## src/hdl/reset_wakeup_defs.vh

```
`ifndef RESET_WAKEUP_DEFS_VH
`define RESET_WAKEUP_DEFS_VH

// Reset source bit positions in the source vector
`define SRC_POR 0
`define SRC_LOW_VOLT 1
`define SRC_PIN 2
`define SRC_WATCHDOG 3
`define SRC_CLK_LOSS 4
`define SRC_LOCK_LOSS 5
`define SRC_SACK 6
`define SRC_SW 7
`define SRC_LOCKUP 8
`define SRC_DAP 9
`define SRC_DBG 10
`define SRC_COUNT 11

// Module reset output bit positions
`define MOD_POWER 0
`define MOD_SIU 1
`define MOD_MODE 2
`define MOD_RST 3
`define MOD_PIN 4
`define MOD_WATCHDOG 5
`define MOD_CLK 6
`define MOD_LPT 7
`define MOD_RTC 8
`define MOD_OTHER 9
`define MOD_COUNT 10

// Power modes: run and low-power
`define MODE_RUN 3'h0
`define MODE_WAIT 3'h1
`define MODE_LP_WAIT 3'h2
`define MODE_PSTOP 3'h3
`define MODE_STOP 3'h4
`define MODE_LP_STOP 3'h5

// Peripheral wake clock source
`define CLKSRC_SLOW 2'h0
`define CLKSRC_EXT 2'h1
`define CLKSRC_OTHER 2'h2

// Interrupt controller sizing
`define IRQ_COUNT 32
`define PRIO_BITS 2
`define PRIO_LEVELS 4

// Reset release stretch in cycles
`define RST_HOLD_CYCLES 4'h4

`endif

```

## src/hdl/reset_and_wakeup_control.v

```verilog
`timescale 1ns/100ps
`include "reset_wakeup_defs.vh"

module reset_and_wakeup_control #(
  parameter NUM_IRQ = `IRQ_COUNT,
  parameter NUM_PINS = 32,
  parameter PRIO_W = `PRIO_BITS
) (
  input wire clk,
  input wire srst,
  input wire [`SRC_COUNT-1:0] reset_src,
  input wire [2:0] power_mode,
  input wire [NUM_PINS-1:0] pin_irq_flag,
  input wire [NUM_PINS-1:0] pin_irq_en,
  input wire [3:0] periph_wake_req,
  input wire [7:0] periph_clk_src,
  input wire low_power_timer_wake,
  input wire rtc_wake,
  input wire nmi_wake,
  input wire [NUM_IRQ-1:0] irq_req,
  input wire [NUM_IRQ*PRIO_W-1:0] priority_field_registers,
  input wire irq_ack,
  output reg [`MOD_COUNT-1:0] module_reset_ff,
  output reg retain_partial_ff,
  output reg sys_reset_active_ff,
  output wire async_wake,
  output reg clock_resume_ff,
  output reg irq_valid_ff,
  output reg [4:0] irq_vector_ff,
  output reg [PRIO_W-1:0] irq_level_ff
);

  localparam KIND_NONE = 2'h0;
  localparam KIND_FULL = 2'h1;
  localparam KIND_PIN = 2'h2;
  localparam KIND_SYS = 2'h3;

  wire por_class;
  wire pin_class;
  wire dog_class;
  wire sys_class;
  wire any_src;

  wire deep_sleep;
  wire pin_wake;
  wire periph_wake;
  wire timer_wake;
  wire reset_wake;
  wire [3:0] periph_ok;

  wire [3:0] nxt_hold_cnt;
  reg [1:0] kind_ff;
  reg [1:0] nxt_kind;

  reg [NUM_IRQ-1:0] pending_ff;
  reg [NUM_IRQ-1:0] nxt_pending;
  reg found;
  reg [4:0] best_idx;
  reg [PRIO_W-1:0] best_lvl;
  reg [PRIO_W-1:0] cur_lvl;
  integer i;
  genvar g;

  // Source classes
  assign por_class = reset_src[`SRC_POR]
    | reset_src[`SRC_LOW_VOLT];
  assign pin_class = reset_src[`SRC_PIN];
  assign dog_class = reset_src[`SRC_WATCHDOG]
    | reset_src[`SRC_CLK_LOSS]
    | reset_src[`SRC_LOCK_LOSS]
    | reset_src[`SRC_SACK]
    | reset_src[`SRC_SW]
    | reset_src[`SRC_LOCKUP]
    | reset_src[`SRC_DAP]
    | reset_src[`SRC_DBG];
  assign sys_class = pin_class | dog_class;
  assign any_src = srst | por_class | sys_class;

  // Hold reset until sources gone for a few clocks
  release_stretch #(
    .CNT_W(4),
    .LOAD(`RST_HOLD_CYCLES)
  ) release_stretch_i (
    .clk(clk),
    .load(any_src),
    .count_ff(),
    .nxt_count(nxt_hold_cnt)
  );

  always @(posedge clk) begin
    sys_reset_active_ff <= (nxt_hold_cnt != 4'h0);
    kind_ff <= nxt_kind;
  end

  // Reset kind, upgraded by a stronger source until release
  always @* begin
    nxt_kind = kind_ff;
    if (srst | por_class) begin
      nxt_kind = KIND_FULL;
    end else begin
      case (kind_ff)
        KIND_NONE: begin
          if (pin_class) begin
            nxt_kind = KIND_PIN;
          end else if (dog_class) begin
            nxt_kind = KIND_SYS;
          end
        end
        KIND_PIN: begin
          if (nxt_hold_cnt == 4'h0) begin
            nxt_kind = KIND_NONE;
          end
        end
        KIND_SYS: begin
          if (pin_class) begin
            nxt_kind = KIND_PIN;
          end else if (nxt_hold_cnt == 4'h0) begin
            nxt_kind = KIND_NONE;
          end
        end
        KIND_FULL: begin
          if (nxt_hold_cnt == 4'h0) begin
            nxt_kind = KIND_NONE;
          end
        end
        default: begin
          nxt_kind = KIND_NONE;
        end
      endcase
    end
  end

  // Module reset distribution
  always @(posedge clk) begin
    if (nxt_hold_cnt != 4'h0) begin
      module_reset_ff <= {`MOD_COUNT{1'b1}};
      if (nxt_kind != KIND_FULL) begin
        module_reset_ff[`MOD_LPT] <= 1'b0;
        module_reset_ff[`MOD_RTC] <= 1'b0;
      end
      // Retention only for watchdog-class sources
      retain_partial_ff <= (nxt_kind == KIND_SYS);
    end else begin
      module_reset_ff <= {`MOD_COUNT{1'b0}};
      retain_partial_ff <= 1'b0;
    end
    if (srst) begin
      module_reset_ff <= {`MOD_COUNT{1'b1}};
      retain_partial_ff <= 1'b0;
    end
  end

  // Wake path, combinational so it works without a clock
  assign deep_sleep = (power_mode == `MODE_PSTOP)
    | (power_mode == `MODE_STOP)
    | (power_mode == `MODE_LP_STOP);
  assign pin_wake = |(pin_irq_flag & pin_irq_en);
  assign timer_wake = low_power_timer_wake | rtc_wake;
  assign reset_wake = reset_src[`SRC_PIN] | reset_src[`SRC_WATCHDOG];

  // One clock-source gate per peripheral wake request
  generate
    for (g = 0; g < 4; g = g + 1) begin : gen_wake_gate
      wake_clock_gate #(
        .SEL_W(2)
      ) wake_clock_gate_i (
        .clk_sel(periph_clk_src[2*g +: 2]),
        .wake_req(periph_wake_req[g]),
        .wake_ok(periph_ok[g])
      );
    end
  endgenerate

  assign periph_wake = |periph_ok;

  // Wait modes are left to the interrupt controller
  assign async_wake = deep_sleep & (pin_wake
    | periph_wake
    | timer_wake
    | nmi_wake
    | reset_wake);

  always @(posedge clk) begin
    if (srst) begin
      clock_resume_ff <= 1'b0;
    end else begin
      clock_resume_ff <= async_wake;
    end
  end

  // Interrupt controller: pending latch and priority selection
  always @* begin
    nxt_pending = pending_ff | irq_req;
    if (irq_ack && irq_valid_ff) begin
      nxt_pending[irq_vector_ff] = irq_req[irq_vector_ff];
    end
  end

  always @* begin
    found = 1'b0;
    best_idx = 5'h00;
    best_lvl = {PRIO_W{1'b1}};
    cur_lvl = {PRIO_W{1'b0}};
    for (i = 0; i < NUM_IRQ; i = i + 1) begin
      cur_lvl = priority_field_registers[i*PRIO_W +: PRIO_W];
      if (pending_ff[i] && (!found || cur_lvl < best_lvl)) begin
        found = 1'b1;
        best_idx = i[4:0];
        best_lvl = cur_lvl;
      end
    end
  end

  always @(posedge clk) begin
    if (srst || sys_reset_active_ff) begin
      pending_ff <= {NUM_IRQ{1'b0}};
      irq_valid_ff <= 1'b0;
      irq_vector_ff <= 5'h00;
      irq_level_ff <= {PRIO_W{1'b0}};
    end else begin
      pending_ff <= nxt_pending;
      // Wait modes woken directly by the controller, no async unit
      irq_valid_ff <= found && !(irq_ack && irq_valid_ff);
      irq_vector_ff <= best_idx;
      irq_level_ff <= best_lvl;
    end
  end

endmodule

// Reload while any source stands, then count down to zero
module release_stretch #(
  parameter CNT_W = 4,
  parameter [CNT_W-1:0] LOAD = `RST_HOLD_CYCLES
) (
  input wire clk,
  input wire load,
  output reg [CNT_W-1:0] count_ff,
  output wire [CNT_W-1:0] nxt_count
);
  reg [CNT_W-1:0] nxt_value;

  always @* begin
    if (load) begin
      nxt_value = LOAD;
    end else if (count_ff != {CNT_W{1'b0}}) begin
      nxt_value = count_ff - {{(CNT_W-1){1'b0}}, 1'b1};
    end else begin
      nxt_value = {CNT_W{1'b0}};
    end
  end

  assign nxt_count = nxt_value;

  always @(posedge clk) begin
    count_ff <= nxt_value;
  end
endmodule

// Peripheral wake passes only on slow internal or external oscillator
module wake_clock_gate #(
  parameter SEL_W = 2
) (
  input wire [SEL_W-1:0] clk_sel,
  input wire wake_req,
  output wire wake_ok
);
  wire sel_slow;
  wire sel_ext;

  assign sel_slow = (clk_sel == `CLKSRC_SLOW);
  assign sel_ext = (clk_sel == `CLKSRC_EXT);
  assign wake_ok = wake_req & (sel_slow | sel_ext);
endmodule

```

## config.mk

```make
export PLATFORM = sky130hd
export DESIGN_NAME = reset_and_wakeup_control
export DESIGN_NICKNAME = d
export VERILOG_FILES = /design/src/hdl/reset_and_wakeup_control.v
export VERILOG_INCLUDE_DIRS = /design/src /design/src/hdl
export SDC_FILE = /design/constraint.sdc
export NUM_CORES = 1
export LEC_CHECK = 0
export ABC_AREA = 1
export BUFFER_PORTS_ARGS = -buffer_cell sky130_fd_sc_hd__buf_2
export CAP_MARGIN = 10
export CELL_PAD_IN_SITES_DETAIL_PLACEMENT = 0
export CELL_PAD_IN_SITES_GLOBAL_PLACEMENT = 1
export CORE_MARGIN = 10
export CORE_UTILIZATION = 32
export CTS_BUF_LIST = sky130_fd_sc_hd__clkbuf_4
export DETAILED_ROUTE_END_ITERATION = 16
export PLACE_DENSITY = 0.93
export SYNTH_ARGS = -nofsm -noshare
export SYNTH_HDL_FRONTEND = slang
export SYNTH_SLANG_ARGS = --single-unit
```

## constraint.sdc

```tcl
create_clock -name clk -period 21.8 [get_ports clk]
set_input_delay 3.27 -clock clk [delete_from_list [all_inputs] [get_ports clk]]
set_output_delay 3.27 -clock clk [all_outputs]
set_load 0.01 [all_outputs]
```

==> results of run 1 <==
[per-stage QoR]
stage	total power, mW	instance area (sq um)
final	0.188	6720
after global routing	0.199	6720
after CTS	0.191	6720
after detailed placement	0.132	6640
after global placement	0.132	6640
after floorplan	0.110	5410
[state kept, by name (all words and copies together), names as in the netlist]
signal                      count
sys_reset_active_ff             1
irq_level_ff                    2
module_reset_ff                 2
irq_valid_ff                    1
retain_partial_ff               1
release_stretch_i.count_ff      4
irq_vector_ff                   5
kind_ff                         2
pending_ff                     32
clock_resume_ff                 1
[worst max-delay path: cells and delay by family]
family          cells  cell delay, ps
fa+ha+maj           2             540
simple gates      182           13530
compound gates      2             330
buf+inv             4             380
[final timing paths]
path                                              start                                     to  slack [ps]  depth (start not counted)
hold reg to reg   release_stretch_i.count_ff[0]$_DFF_P_  release_stretch_i.count_ff[0]$_DFF_P_         460                          1
setup / recovery            priority_field_registers[1]             irq_level_ff[1]$_SDFF_PP0_        4060                        190
hold / removal    release_stretch_i.count_ff[0]$_DFF_P_  release_stretch_i.count_ff[0]$_DFF_P_         460                          1
setup reg to reg               pending_ff[0]$_SDFF_PP0_             irq_level_ff[1]$_SDFF_PP0_        6530                        188
[final cells by class]
type                       instances  area, sq um  area share (%)
clock buffer                       6         45.0           0.670
inverter                         187          702            10.4
clock inverter                     1         30.0           0.447
multi-input combinational        762         3580            53.3
sequential                        51         1020            15.2
antenna                            2         5.00          0.0745
timing repair buffer             211         1060            15.8
tap                              220          275            4.10
[power by group through the flow]
| stage | registers (mW) | clock network (mW) | logic (mW) |
|---|---|---|---|
| after detailed placement | 0.0956 | 0 | 0.0366 |
| after CTS | 0.0936 | 0.0610 | 0.0368 |
| after floorplan | 0.0957 | 0 | 0.0139 |
| after global routing | 0.0937 | 0.0640 | 0.0414 |
| final | 0.0936 | 0.0583 | 0.0361 |
| after global placement | 0.0956 | 0 | 0.0364 |
[cell families after synthesis]
family	Yosys count	synth area share, %
and+or+nand+nor	631	51.3
buffers and inverters	206	15.0
AOI/OAI and AO/OA	125	13.5
DFF	51	18.9
adders and majority gates	5	1.16
xor gates and xnor gates	1	0.162
[placed cells by master (no fill, tap or decap), types with 3 or more instances in the layout]
cell type and instances:
a21oi_2 5, a21oi_1 47, inv_2 3, inv_1 184
a221oi_1 4, a31oi_1 3, dfxtp_1 51, o21ai_0 42
nor3_1 12, nor4_1 6, buf_2 209, nand4_1 9
o211ai_1 4, a22oi_1 9, nand3_1 126, nand2_2 61
nor2_1 108, a22o_1 3, clkbuf_4 6, nand2_1 299
nand2_4 3, ha_1 5
[layer usage]
layer	vias to the layer above	global-route usage [%]	share of wire (%)
li1	3614	-	-
met1	2822	18.9	42
met2	201	29.6	48
met3	13	5.46	8.4
met4	4	3.21	0.84
met5	-	0	0.11
==> summary.txt, run 1 <==
Outcome
  • Status: finished clean

Power
  • Peak VDD IR: 0.0168 mV
  • Cell Int Power: 0.137 mW
  • Pwr/cell area: 28.0 nW/um^2
  • Share of power burned in combinational logic: 19.2%
  • Leak pwr: 4.21 nW
  • Switching share of power: 27.2%
  • Clk pwr share: 31.0%
  • P_sw: 0.0511 mW
  • Sequential share of power: 49.8%

Synthesis
  • Post-synthesis sequential area ratio: 18.9%
  • Synth top cells by count: 299 x nand2_1, 184 x inv_1, 126 x nand3_1
  • Synth Register Bits: 51
  • Synth Instances: 1,019
  • Cell taking the most area after synthesis: nand2_1
  • Most numerous cell in the Yosys netlist: nand2_1
  • Ys async rst share: 0%
  • Number of synthesis warnings: 0
  • Avg Cell Area, Syn: 5.31 sq um
  • Synth Flop Type: dfxtp_1
  • Number of flops mapped to enable cells by yosys: 0
  • Synth cell types: 36
  • Synth area leaders: nand2_1 21%, dfxtp_1 19%, inv_1 13%
  • Mapped Area: 5410 sq um
  • Syn_nets: 1,216
  • Post-synth top area share: 20.7%

GRT
  • Vias in the first global route: 6,490
  • GR Util All Layers: 16.6%
  • Largest net degree at the start of global routing: 38
  • Initial antenna violation count: 3
  • Grt ovf: 0
  • Global-route wire length before repair: 30,500 um

Worst setup path
  • CP required: 22,130 ps
  • Setup crit end kind: register
  • Max FO, Critical Path: 8
  • CP Launch Type: input port
  • WP data arrival: 18,070 ps
  • Cell mode on critical path: nand2_1
  • Setup CP Type: in -> reg
  • CP max-delay cell: ha_1
  • CP max stage delay: 270 ps

STA
  • Fmax: 56.4 MHz
  • Final Skew: 17.2 ps
  • RSZ-0062 raised after global routing: no
  • Pins Over Slew Limit: 0
  • Slew @ Worst Pin: 960 ps
  • Fin crit share: 81.4%
  • Slew Limit Headroom: 35.9%
  • Setup TNS: 0 ps
  • # setup viols final: 0
  • Fin. Hold Viols: 0
  • Setup ws final: 4060 ps
  • Min Clock Period, post-route: 17,740 ps
  • WHS: 457 ps

Die
  • Chip Height: 150 um
  • Core area: 16,600 sq um
  • DIE WIDTH: 150 um
  • Top Ports: 214
  • Die area: 22,500 sq um
  • Starting Density: 32.6%
  • Site Rows: 47

Final layout
  • Share of cells above drive strength 1: 24.0%
  • # nets final: 1,415
  • Fill count: 1,899
  • Area Overhead vs Synth: 24.2%
  • Post-Layout Cell Count: 1,440
  • Post-route core utilization: 40.5%

Clock network
  • Sink Count: 51
  • Clk buf depth: 2
  • Clock transition at the registers of the reported paths: 150 ps
  • CTS tree: built
  • Post-CTS setup buffers: 0
  • H-Tree Depth: 2
  • Hold buffers post-CTS: 0
  • Resize count post-CTS: 0
  • CTS root buffer: clkbuf_4
  • Num CTS Buffers: 5
  • Clock latency at the later pin of the worst-skew pair: 410 ps

Detailed routing
  • Post-route ant nets: 0
  • Vias per inst: 4.62
  • First-pass DRT Iterations: 4
  • Post-route DRC: 0
  • Total wire length: 19,000 um
  • Initial drt markers: 251
  • Routed len/inst: 13.2 um
  • Via count: 6,654

Place
  • Pre-CTS setup slack: 3580 ps
  • Number of buffers added on ports: 209
  • Placed Cells: 1,431
  • GPL Wtd Cong: 0.862
  • Post-DP HPWL: 16,300 um

Min path
  • Worst min path class: reg -> reg

Job
  • Max-cap violations: 0
(Power assumes the default switching activity.)
==> run 2, diff against run 1 <==
- clock period: 21.8 -> 16.5 ns (I/O delays scaled with it)
==> summary.txt, run 2 (same netlist as run 1, synthesis figures left out) <==
Detailed routing
  • Total wire length: 20,300 um (+6.7%)
  • Vias per inst: 4.66 (+0.90%)
  • Post-route ant nets: 0 (unchanged)
  • Post-route DRC: 0 (unchanged)
  • Via count: 7,180 (+7.9%)
  • First-pass DRT Iterations: 5 (+1)
  • Initial drt markers: 256 (+2.0%)
  • Routed len/inst: 13.2 um (-0.25%)

STA
  • Slew Limit Headroom: 37.1% (+1.2 points)
  • Fin. Hold Viols: 0 (unchanged)
  • WHS: 455 ps (-1.73 ps)
  • Final Skew: 5.79 ps (-11.4 ps)
  • # setup viols final: 7 (+7)
  • RSZ-0062 raised after global routing: yes
  • Pins Over Slew Limit: 0 (unchanged)
  • Slew @ Worst Pin: 942 ps (-17.7 ps)
  • Fin crit share: 101%
  • Setup ws final: -106 ps (-4160 ps)
  • Fmax: 60.2 MHz
  • Min Clock Period, post-route: 16,610 ps

Final layout
  • Max reg flops: 32 (unchanged)
  • Largest register by flop count: pending_ff
  • Share of cells above drive strength 1: 37.9% (+14 points)
  • Commonest non-fill, non-tap cell in the layout: nand2_1
  • Commonest non-fill, non-tap cells in the layout: 217 x nand2_1, 208 x buf_2, 181 x inv_1
  • Post-Layout Cell Count: 1,540 (+6.9%)
  • Area Overhead vs Synth: 45.3%
  • Post-route core utilization: 47.4% (+6.9 points)
  • Top Registers: pending_ff (32), irq_vector_ff (5), release_stretch_i.count_ff (4)
  • Fill count: 1,809 (-4.7%)
  • # nets final: 1,511 (+6.8%)

Worst setup path
  • WP data arrival: 16,930 ps (-1140 ps)
  • CP max-delay cell: ha_1
  • Cell mode on critical path: nand2_2
  • Max FO, Critical Path: 5 (-3)
  • Cell count of the worst reg-to-reg path: 189 (+0.53%)
  • CP max stage delay: 290 ps (+20 ps)
  • Cell family with most CP delay: simple AND/OR/NAND/NOR gates
  • CP Depth: 191 (+0.53%)
  • R2R Setup Slk: 1540 ps (-4990 ps)
  • CP required: 16,830 ps (-5300 ps)
  • R2r endpoint: irq_level_ff[1]$_SDFF_PP0_
  • Setup CP Type: in -> reg
  • Setup crit end kind: register
  • CP Launch Type: input port
  • CP Buf/Inv Count: 7 (+3)
  • R2r startpoint: pending_ff[0]$_SDFF_PP0_

Power
  • Pwr/cell area: 31.6 nW/um^2 (+13%)
  • Sequential share of power: 49.7% (about the same)
  • Switching share of power: 27.6% (+0.44 points)
  • Leak pwr: 4.69 nW (+11%)
  • Cell Int Power: 0.180 mW (+32%)
  • Overall power: 0.249 mW (+32%)
  • Clk pwr share: 30.1% (-0.9 points)
  • P_sw: 0.0688 mW (+35%)
  • Share of power burned in combinational logic: 20.2% (+1.0 points)
  • Peak VDD IR: 0.0283 mV (+69%)

Clock network
  • Clk buf depth: 2 (unchanged)
  • Clock latency at the later pin of the worst-skew pair: 380 ps (-30 ps)
  • Sink Count: 51 (unchanged)
  • Hold buffers post-CTS: 0 (unchanged)
  • Num CTS Buffers: 5 (unchanged)
  • CTS tree: built
  • CTS root buffer: clkbuf_4
  • Clock transition at the registers of the reported paths: 160 ps (about the same)
  • H-Tree Depth: 2 (unchanged)

Die
  • Top Ports: 214 (unchanged)
  • Starting Density: 32.6% (unchanged)
  • Die area: 22,500 sq um (unchanged)
  • DIE WIDTH: 150 um (unchanged)
  • Core area: 16,600 sq um (unchanged)
  • Chip Height: 150 um (unchanged)
  • Site Rows: 47 (unchanged)

GRT
  • Largest net degree at the start of global routing: 38 (unchanged)
  • GR Util All Layers: 16.5% (-0.12 points)
  • Vias in the first global route: 6,593 (+1.6%)
  • Global-route wire length before repair: 30,600 um (+0.31%)
  • Initial antenna violation count: 2 (-1)
  • Grt ovf: 0 (unchanged)

Outcome
  • Violated checks: setup timing
  • Status: finished, violations left

Place
  • Placed Cells: 1,487 (+3.9%)
  • Post-DP HPWL: 16,400 um (+0.72%)
  • Number of buffers added on ports: 209 (unchanged)
  • GPL Wtd Cong: 0.859 (-0.43%)
  • Pre-CTS setup slack: -374 ps (-3960 ps)

Min path
  • Worst min path class: reg -> reg
  • Worst hold start: release_stretch_i.count_ff[0]$_DFF_P_
  • Min-Delay Endpoint: release_stretch_i.count_ff[0]$_DFF_P_
  • Hold depth: 1 (unchanged)

Job
  • Max-cap violations: 0 (unchanged)
## run 2: power groups by stage
stage | sequential, mW | clock, mW | combinational (mW)
final | 0.124 | 0.0750 | 0.0503
after detailed placement | 0.126 | 0 | 0.0487
after floorplan | 0.126 | 0 | 0.0184
after global placement | 0.126 | 0 | 0.0482
after global routing | 0.124 | 0.0814 | 0.0567
after CTS | 0.124 | 0.0783 | 0.0489
## run 2: area by class of cell
class | instances | area [sq um] | share of cell area [%]
antenna | 5 | 12.5 | 0.159
sequential | 51 | 1020 | 13.0
inverter | 187 | 704 | 8.95
clock buffer | 5 | 37.5 | 0.477
multi-input combinational | 762 | 3990 | 50.7
tap | 220 | 275 | 3.50
timing repair buffer | 307 | 1790 | 22.8
clock inverter | 3 | 38.8 | 0.493
## run 2: worst register-to-register path, delay by kind of cell, from the launching register on
kind / cells / cell delay [ps]
flops: 1 / 540
fa+ha+maj: 2 / 560
compound gates: 2 / 120
simple gates: 180 / 13280
buf+inv: 5 / 420
## run 2: how the worst max path moves through the flow
stage / from / slack, ps / to
2_1_floorplan: priority_field_registers[1] / 1230 / irq_level_ff[1]$_SDFF_PP0_
6_report: priority_field_registers[0] / -110 / irq_level_ff[1]$_SDFF_PP0_
3_5_place_dp: priority_field_registers[1] / -370 / irq_level_ff[1]$_SDFF_PP0_
5_1_grt: priority_field_registers[0] / -1810 / irq_level_ff[1]$_SDFF_PP0_
3_3_place_gp: priority_field_registers[1] / -240 / irq_level_ff[1]$_SDFF_PP0_
4_1_cts: priority_field_registers[1] / 20 / irq_level_ff[0]$_SDFF_PP0_
## run 2: per-layer routing
| metal | track usage [%] | vias up | share of wire [%] |
|---|---|---|---|
| met3 | 4.53 | 15 | 7.1 |
| met4 | 2.87 | 2 | 0.82 |
| met1 | 18.8 | 3138 | 42 |
| li1 | - | 3820 | - |
| met5 | 0 | - | 0.035 |
| met2 | 30.1 | 205 | 50 |
## run 2: timing repair
item / 4_1_cts / 5_1_grt
endpoints found under the setup margin: 1 / 7
pin swaps: 0 / 65
gates resized for setup: 1 / 134
buffers inserted: 0 / 40
## run 2: stage by stage
step / cell area [sq um] / TNS (ps)
global route: 7870 / -12180
detailed placement: 7060 / -2060
global placement: 7060 / -1240
floorplan: 5410 / 0
finish: 7870 / -433
CTS: 7140 / 0
==> run 3, diff against run 2 <==
- CORE_UTILIZATION: 32 -> 33
- PLACE_DENSITY: 0.93 -> 0.95
- SLEW_MARGIN: default -> 20
- SYNTH_HIERARCHICAL: default -> 1
==> summary.txt, run 3 <==
Final layout
  • Commonest non-fill, non-tap cell in the layout: nand2_1
  • Max reg flops: 32 (unchanged)
  • Share of cells above drive strength 1: 37.3% (-0.55 points)
  • Finished Cell Area: 7930 sq um (+0.75%)
  • Post-route core utilization: 49.4% (+1.9 points)
  • # nets final: 1,541 (+2.0%)
  • Commonest non-fill, non-tap cells in the layout: 245 x nand2_1, 207 x buf_2, 181 x inv_1
  • Top Registers: pending_ff (32), irq_vector_ff (5), release_stretch_i/count_ff (4)
  • Largest register by flop count: pending_ff
  • Area Overhead vs Synth: 45.5%

Synthesis
  • Synth cell types: 37 (+2.8%)
  • Post-synthesis sequential area ratio: 18.7% (-0.12 points)
  • Cell taking the most area after synthesis: nand2_1
  • Number of synthesis warnings: 6 (+6)
  • Ys async rst share: 0% (unchanged)
  • Synth area leaders: nand2_1 21%, dfxtp_1 19%, inv_1 13%
  • Synth Register Bits: 51 (unchanged)
  • Synth Instances: 1,031 (+1.2%)
  • Most numerous cell in the Yosys netlist: nand2_1
  • Syn_nets: 1,228 (+0.99%)
  • Number of flops mapped to enable cells by yosys: 0 (unchanged)
  • Avg Cell Area, Syn: 5.28 sq um (-0.55%)
  • Post-synth top area share: 21.1% (+0.35 points)
  • Synth top cells by count: 306 x nand2_1, 184 x inv_1, 124 x nand3_1
  • Synth Flop Type: dfxtp_1
  • Mapped Area: 5450 sq um (+0.62%)

Clock network
  • Num CTS Buffers: 5 (unchanged)
  • CTS tree: built
  • Hold buffers post-CTS: 0 (unchanged)
  • CTS root buffer: clkbuf_4
  • H-Tree Depth: 2 (unchanged)
  • Clock transition at the registers of the reported paths: 160 ps (about the same)
  • Clk buf depth: 2 (unchanged)
  • Sink Count: 51 (unchanged)
  • Clock latency at the later pin of the worst-skew pair: 410 ps (+30 ps)

GRT
  • GR Util All Layers: 17.2% (+0.70 points)
  • Largest net degree at the start of global routing: 38 (unchanged)
  • Initial antenna violation count: 1 (-1)
  • Grt ovf: 0 (unchanged)
  • Global-route wire length before repair: 31,400 um (+2.6%)
  • Vias in the first global route: 6,770 (+2.7%)

Place
  • Post-DP HPWL: 16,700 um (+2.2%)
  • Placed inst area: 7180 sq um (+1.7%)
  • Number of buffers added on ports: 209 (unchanged)
  • Pre-CTS setup slack: -396 ps (-21.6 ps)
  • GPL Wtd Cong: 0.859 (about the same)

Min path
  • Worst min path class: reg -> reg

Worst setup path
  • Max FO, Critical Path: 5 (unchanged)
  • WP data arrival: 17,090 ps (+160 ps)
  • CP required: 16,810 ps (-20 ps)
  • Setup CP Type: in -> reg
  • Cell mode on critical path: nand2_2
  • Setup crit end kind: register
  • CP max stage delay: 290 ps (about the same)
  • CP Launch Type: input port
  • CP Buf/Inv Count: 13 (+6)
  • R2R Setup Slk: 1330 ps (-210 ps)
  • CP max-delay cell: ha_1
  • Cell family with most CP delay: simple AND/OR/NAND/NOR gates

STA
  • Slew @ Worst Pin: 920 ps (-21.5 ps)
  • Setup TNS: -1800 ps (-1360 ps)
  • Fmax: 59.6 MHz (-1.0%)
  • Final Skew: 26.6 ps (+20.8 ps)
  • Min Clock Period, post-route: 16,780 ps (+175 ps)
  • Pins Over Slew Limit: 0 (unchanged)
  • RSZ-0062 raised after global routing: yes
  • WHS: 451 ps (-3.89 ps)
  • # setup viols final: 7 (unchanged)
  • Fin crit share: 102% (+1.1 points)
  • Fin. Hold Viols: 0 (unchanged)
  • Setup ws final: -281 ps (-175 ps)
  • Slew Limit Headroom: 38.5% (+1.4 points)

Die
  • DIE WIDTH: 148 um (-1.1%)
  • Top Ports: 214 (unchanged)
  • Site Rows: 46 (-2.1%)
  • Chip Height: 148 um (-1.1%)
  • Starting Density: 33.9% (+1.3 points)
  • Core area: 16,100 sq um (-3.2%)
  • Die area: 22,000 sq um (-2.1%)

Power
  • Leak pwr: 4.78 nW (+1.9%)
  • Switching share of power: 28.5% (+0.83 points)
  • Peak VDD IR: 0.0228 mV (-19%)
  • Cell Int Power: 0.181 mW (+0.45%)
  • Share of power burned in combinational logic: 20.1% (about the same)
  • Pwr/cell area: 31.9 nW/um^2 (+0.85%)
  • P_sw: 0.0720 mW (+4.6%)
  • Clk pwr share: 31.0% (+0.9 points)
  • Sequential share of power: 48.9% (-0.8 points)

Job
  • Max-cap violations: 0 (unchanged)

Detailed routing
  • Initial drt markers: 298 (+16%)
  • Vias per inst: 4.63 (-0.76%)
  • First-pass DRT Iterations: 4 (-1)
  • Total wire length: 20,500 um (+1.1%)
  • Post-route ant nets: 0 (unchanged)
  • Routed len/inst: 13.1 um (-0.34%)
  • Post-route DRC: 0 (unchanged)
  • Via count: 7,232 (+0.72%)

Outcome
  • Violated checks: setup timing
  • Status: finished, violations left
## run 3: metal layers
metal  wire [um]  up-vias  global-route usage, %
li1            -     3876                      -
met1        8390     3139                   19.2
met2       10400      202                   31.1
met3        1440       15                   4.76
met4         307        0                   4.51
met5           0        -                      0
## run 3: cell type report
| type | instances | area, sq um |
|---|---|---|
| repair buffers | 325 | 1930 |
| inverters | 191 | 719 |
| clock buffers | 5 | 37.5 |
| clock inverters | 3 | 43.8 |
| well taps | 216 | 270 |
| flip-flops and latches | 51 | 1020 |
| multi-input cells | 770 | 3890 |
| diodes | 2 | 5.00 |
| fillers | 1695 | 8130 |
## run 3: logic make-up after synthesis
group / Yosys count / synth area share [%]
AND/OR/NAND/NOR: 647 / 52.5
buffers and inverters: 210 / 15.2
AO/OA/AOI/OAI: 118 / 12.5
flip-flops: 51 / 18.7
adder cells (fa/ha/maj): 5 / 1.15
## run 3: worst paths after layout
| kind | cells past startpoint | from | endpoint |
|---|---|---|---|
| hold reg to reg | 1 | release_stretch_i/count_ff[0]$_DFF_P_ | release_stretch_i/count_ff[0]$_DFF_P_ |
| setup / recovery | 190 | priority_field_registers[1] | irq_level_ff[1]$_SDFF_PP0_ |
| setup reg to reg | 188 | pending_ff[0]$_SDFF_PP0_ | irq_level_ff[1]$_SDFF_PP0_ |
| hold / removal | 1 | release_stretch_i/count_ff[0]$_DFF_P_ | release_stretch_i/count_ff[0]$_DFF_P_ |
## run 3: through the flow
step                      cells  power (mW)
after floorplan            1031       0.145
after global placement     1507       0.175
after detailed placement   1507       0.176
after CTS                  1515       0.253
after global routing       1562       0.266
final                      1563       0.253
## run 3: timing repair
item,CTS,global route
gates resized for setup,2,103
buffers inserted,0,46
setup endpoints to repair,1,7
pin swaps,0,101
## run 3: worst reg2reg max path: cells and delay by family (launching register included)
| family | cells | cell delay (ps) |
|---|---|---|
| fa+ha+maj | 2 | 580 |
| flops | 1 | 560 |
| buf+inv | 11 | 1010 |
| compound gates | 2 | 120 |
| simple gates | 173 | 12830 |
## run 3: power groups by stage
stage	registers, mW	logic [mW]	clock network (mW)
after floorplan	0.126	0.0186	0
after global placement	0.126	0.0490	0
after detailed placement	0.126	0.0495	0
after CTS	0.124	0.0498	0.0800
after global routing	0.124	0.0574	0.0852
final	0.124	0.0509	0.0783
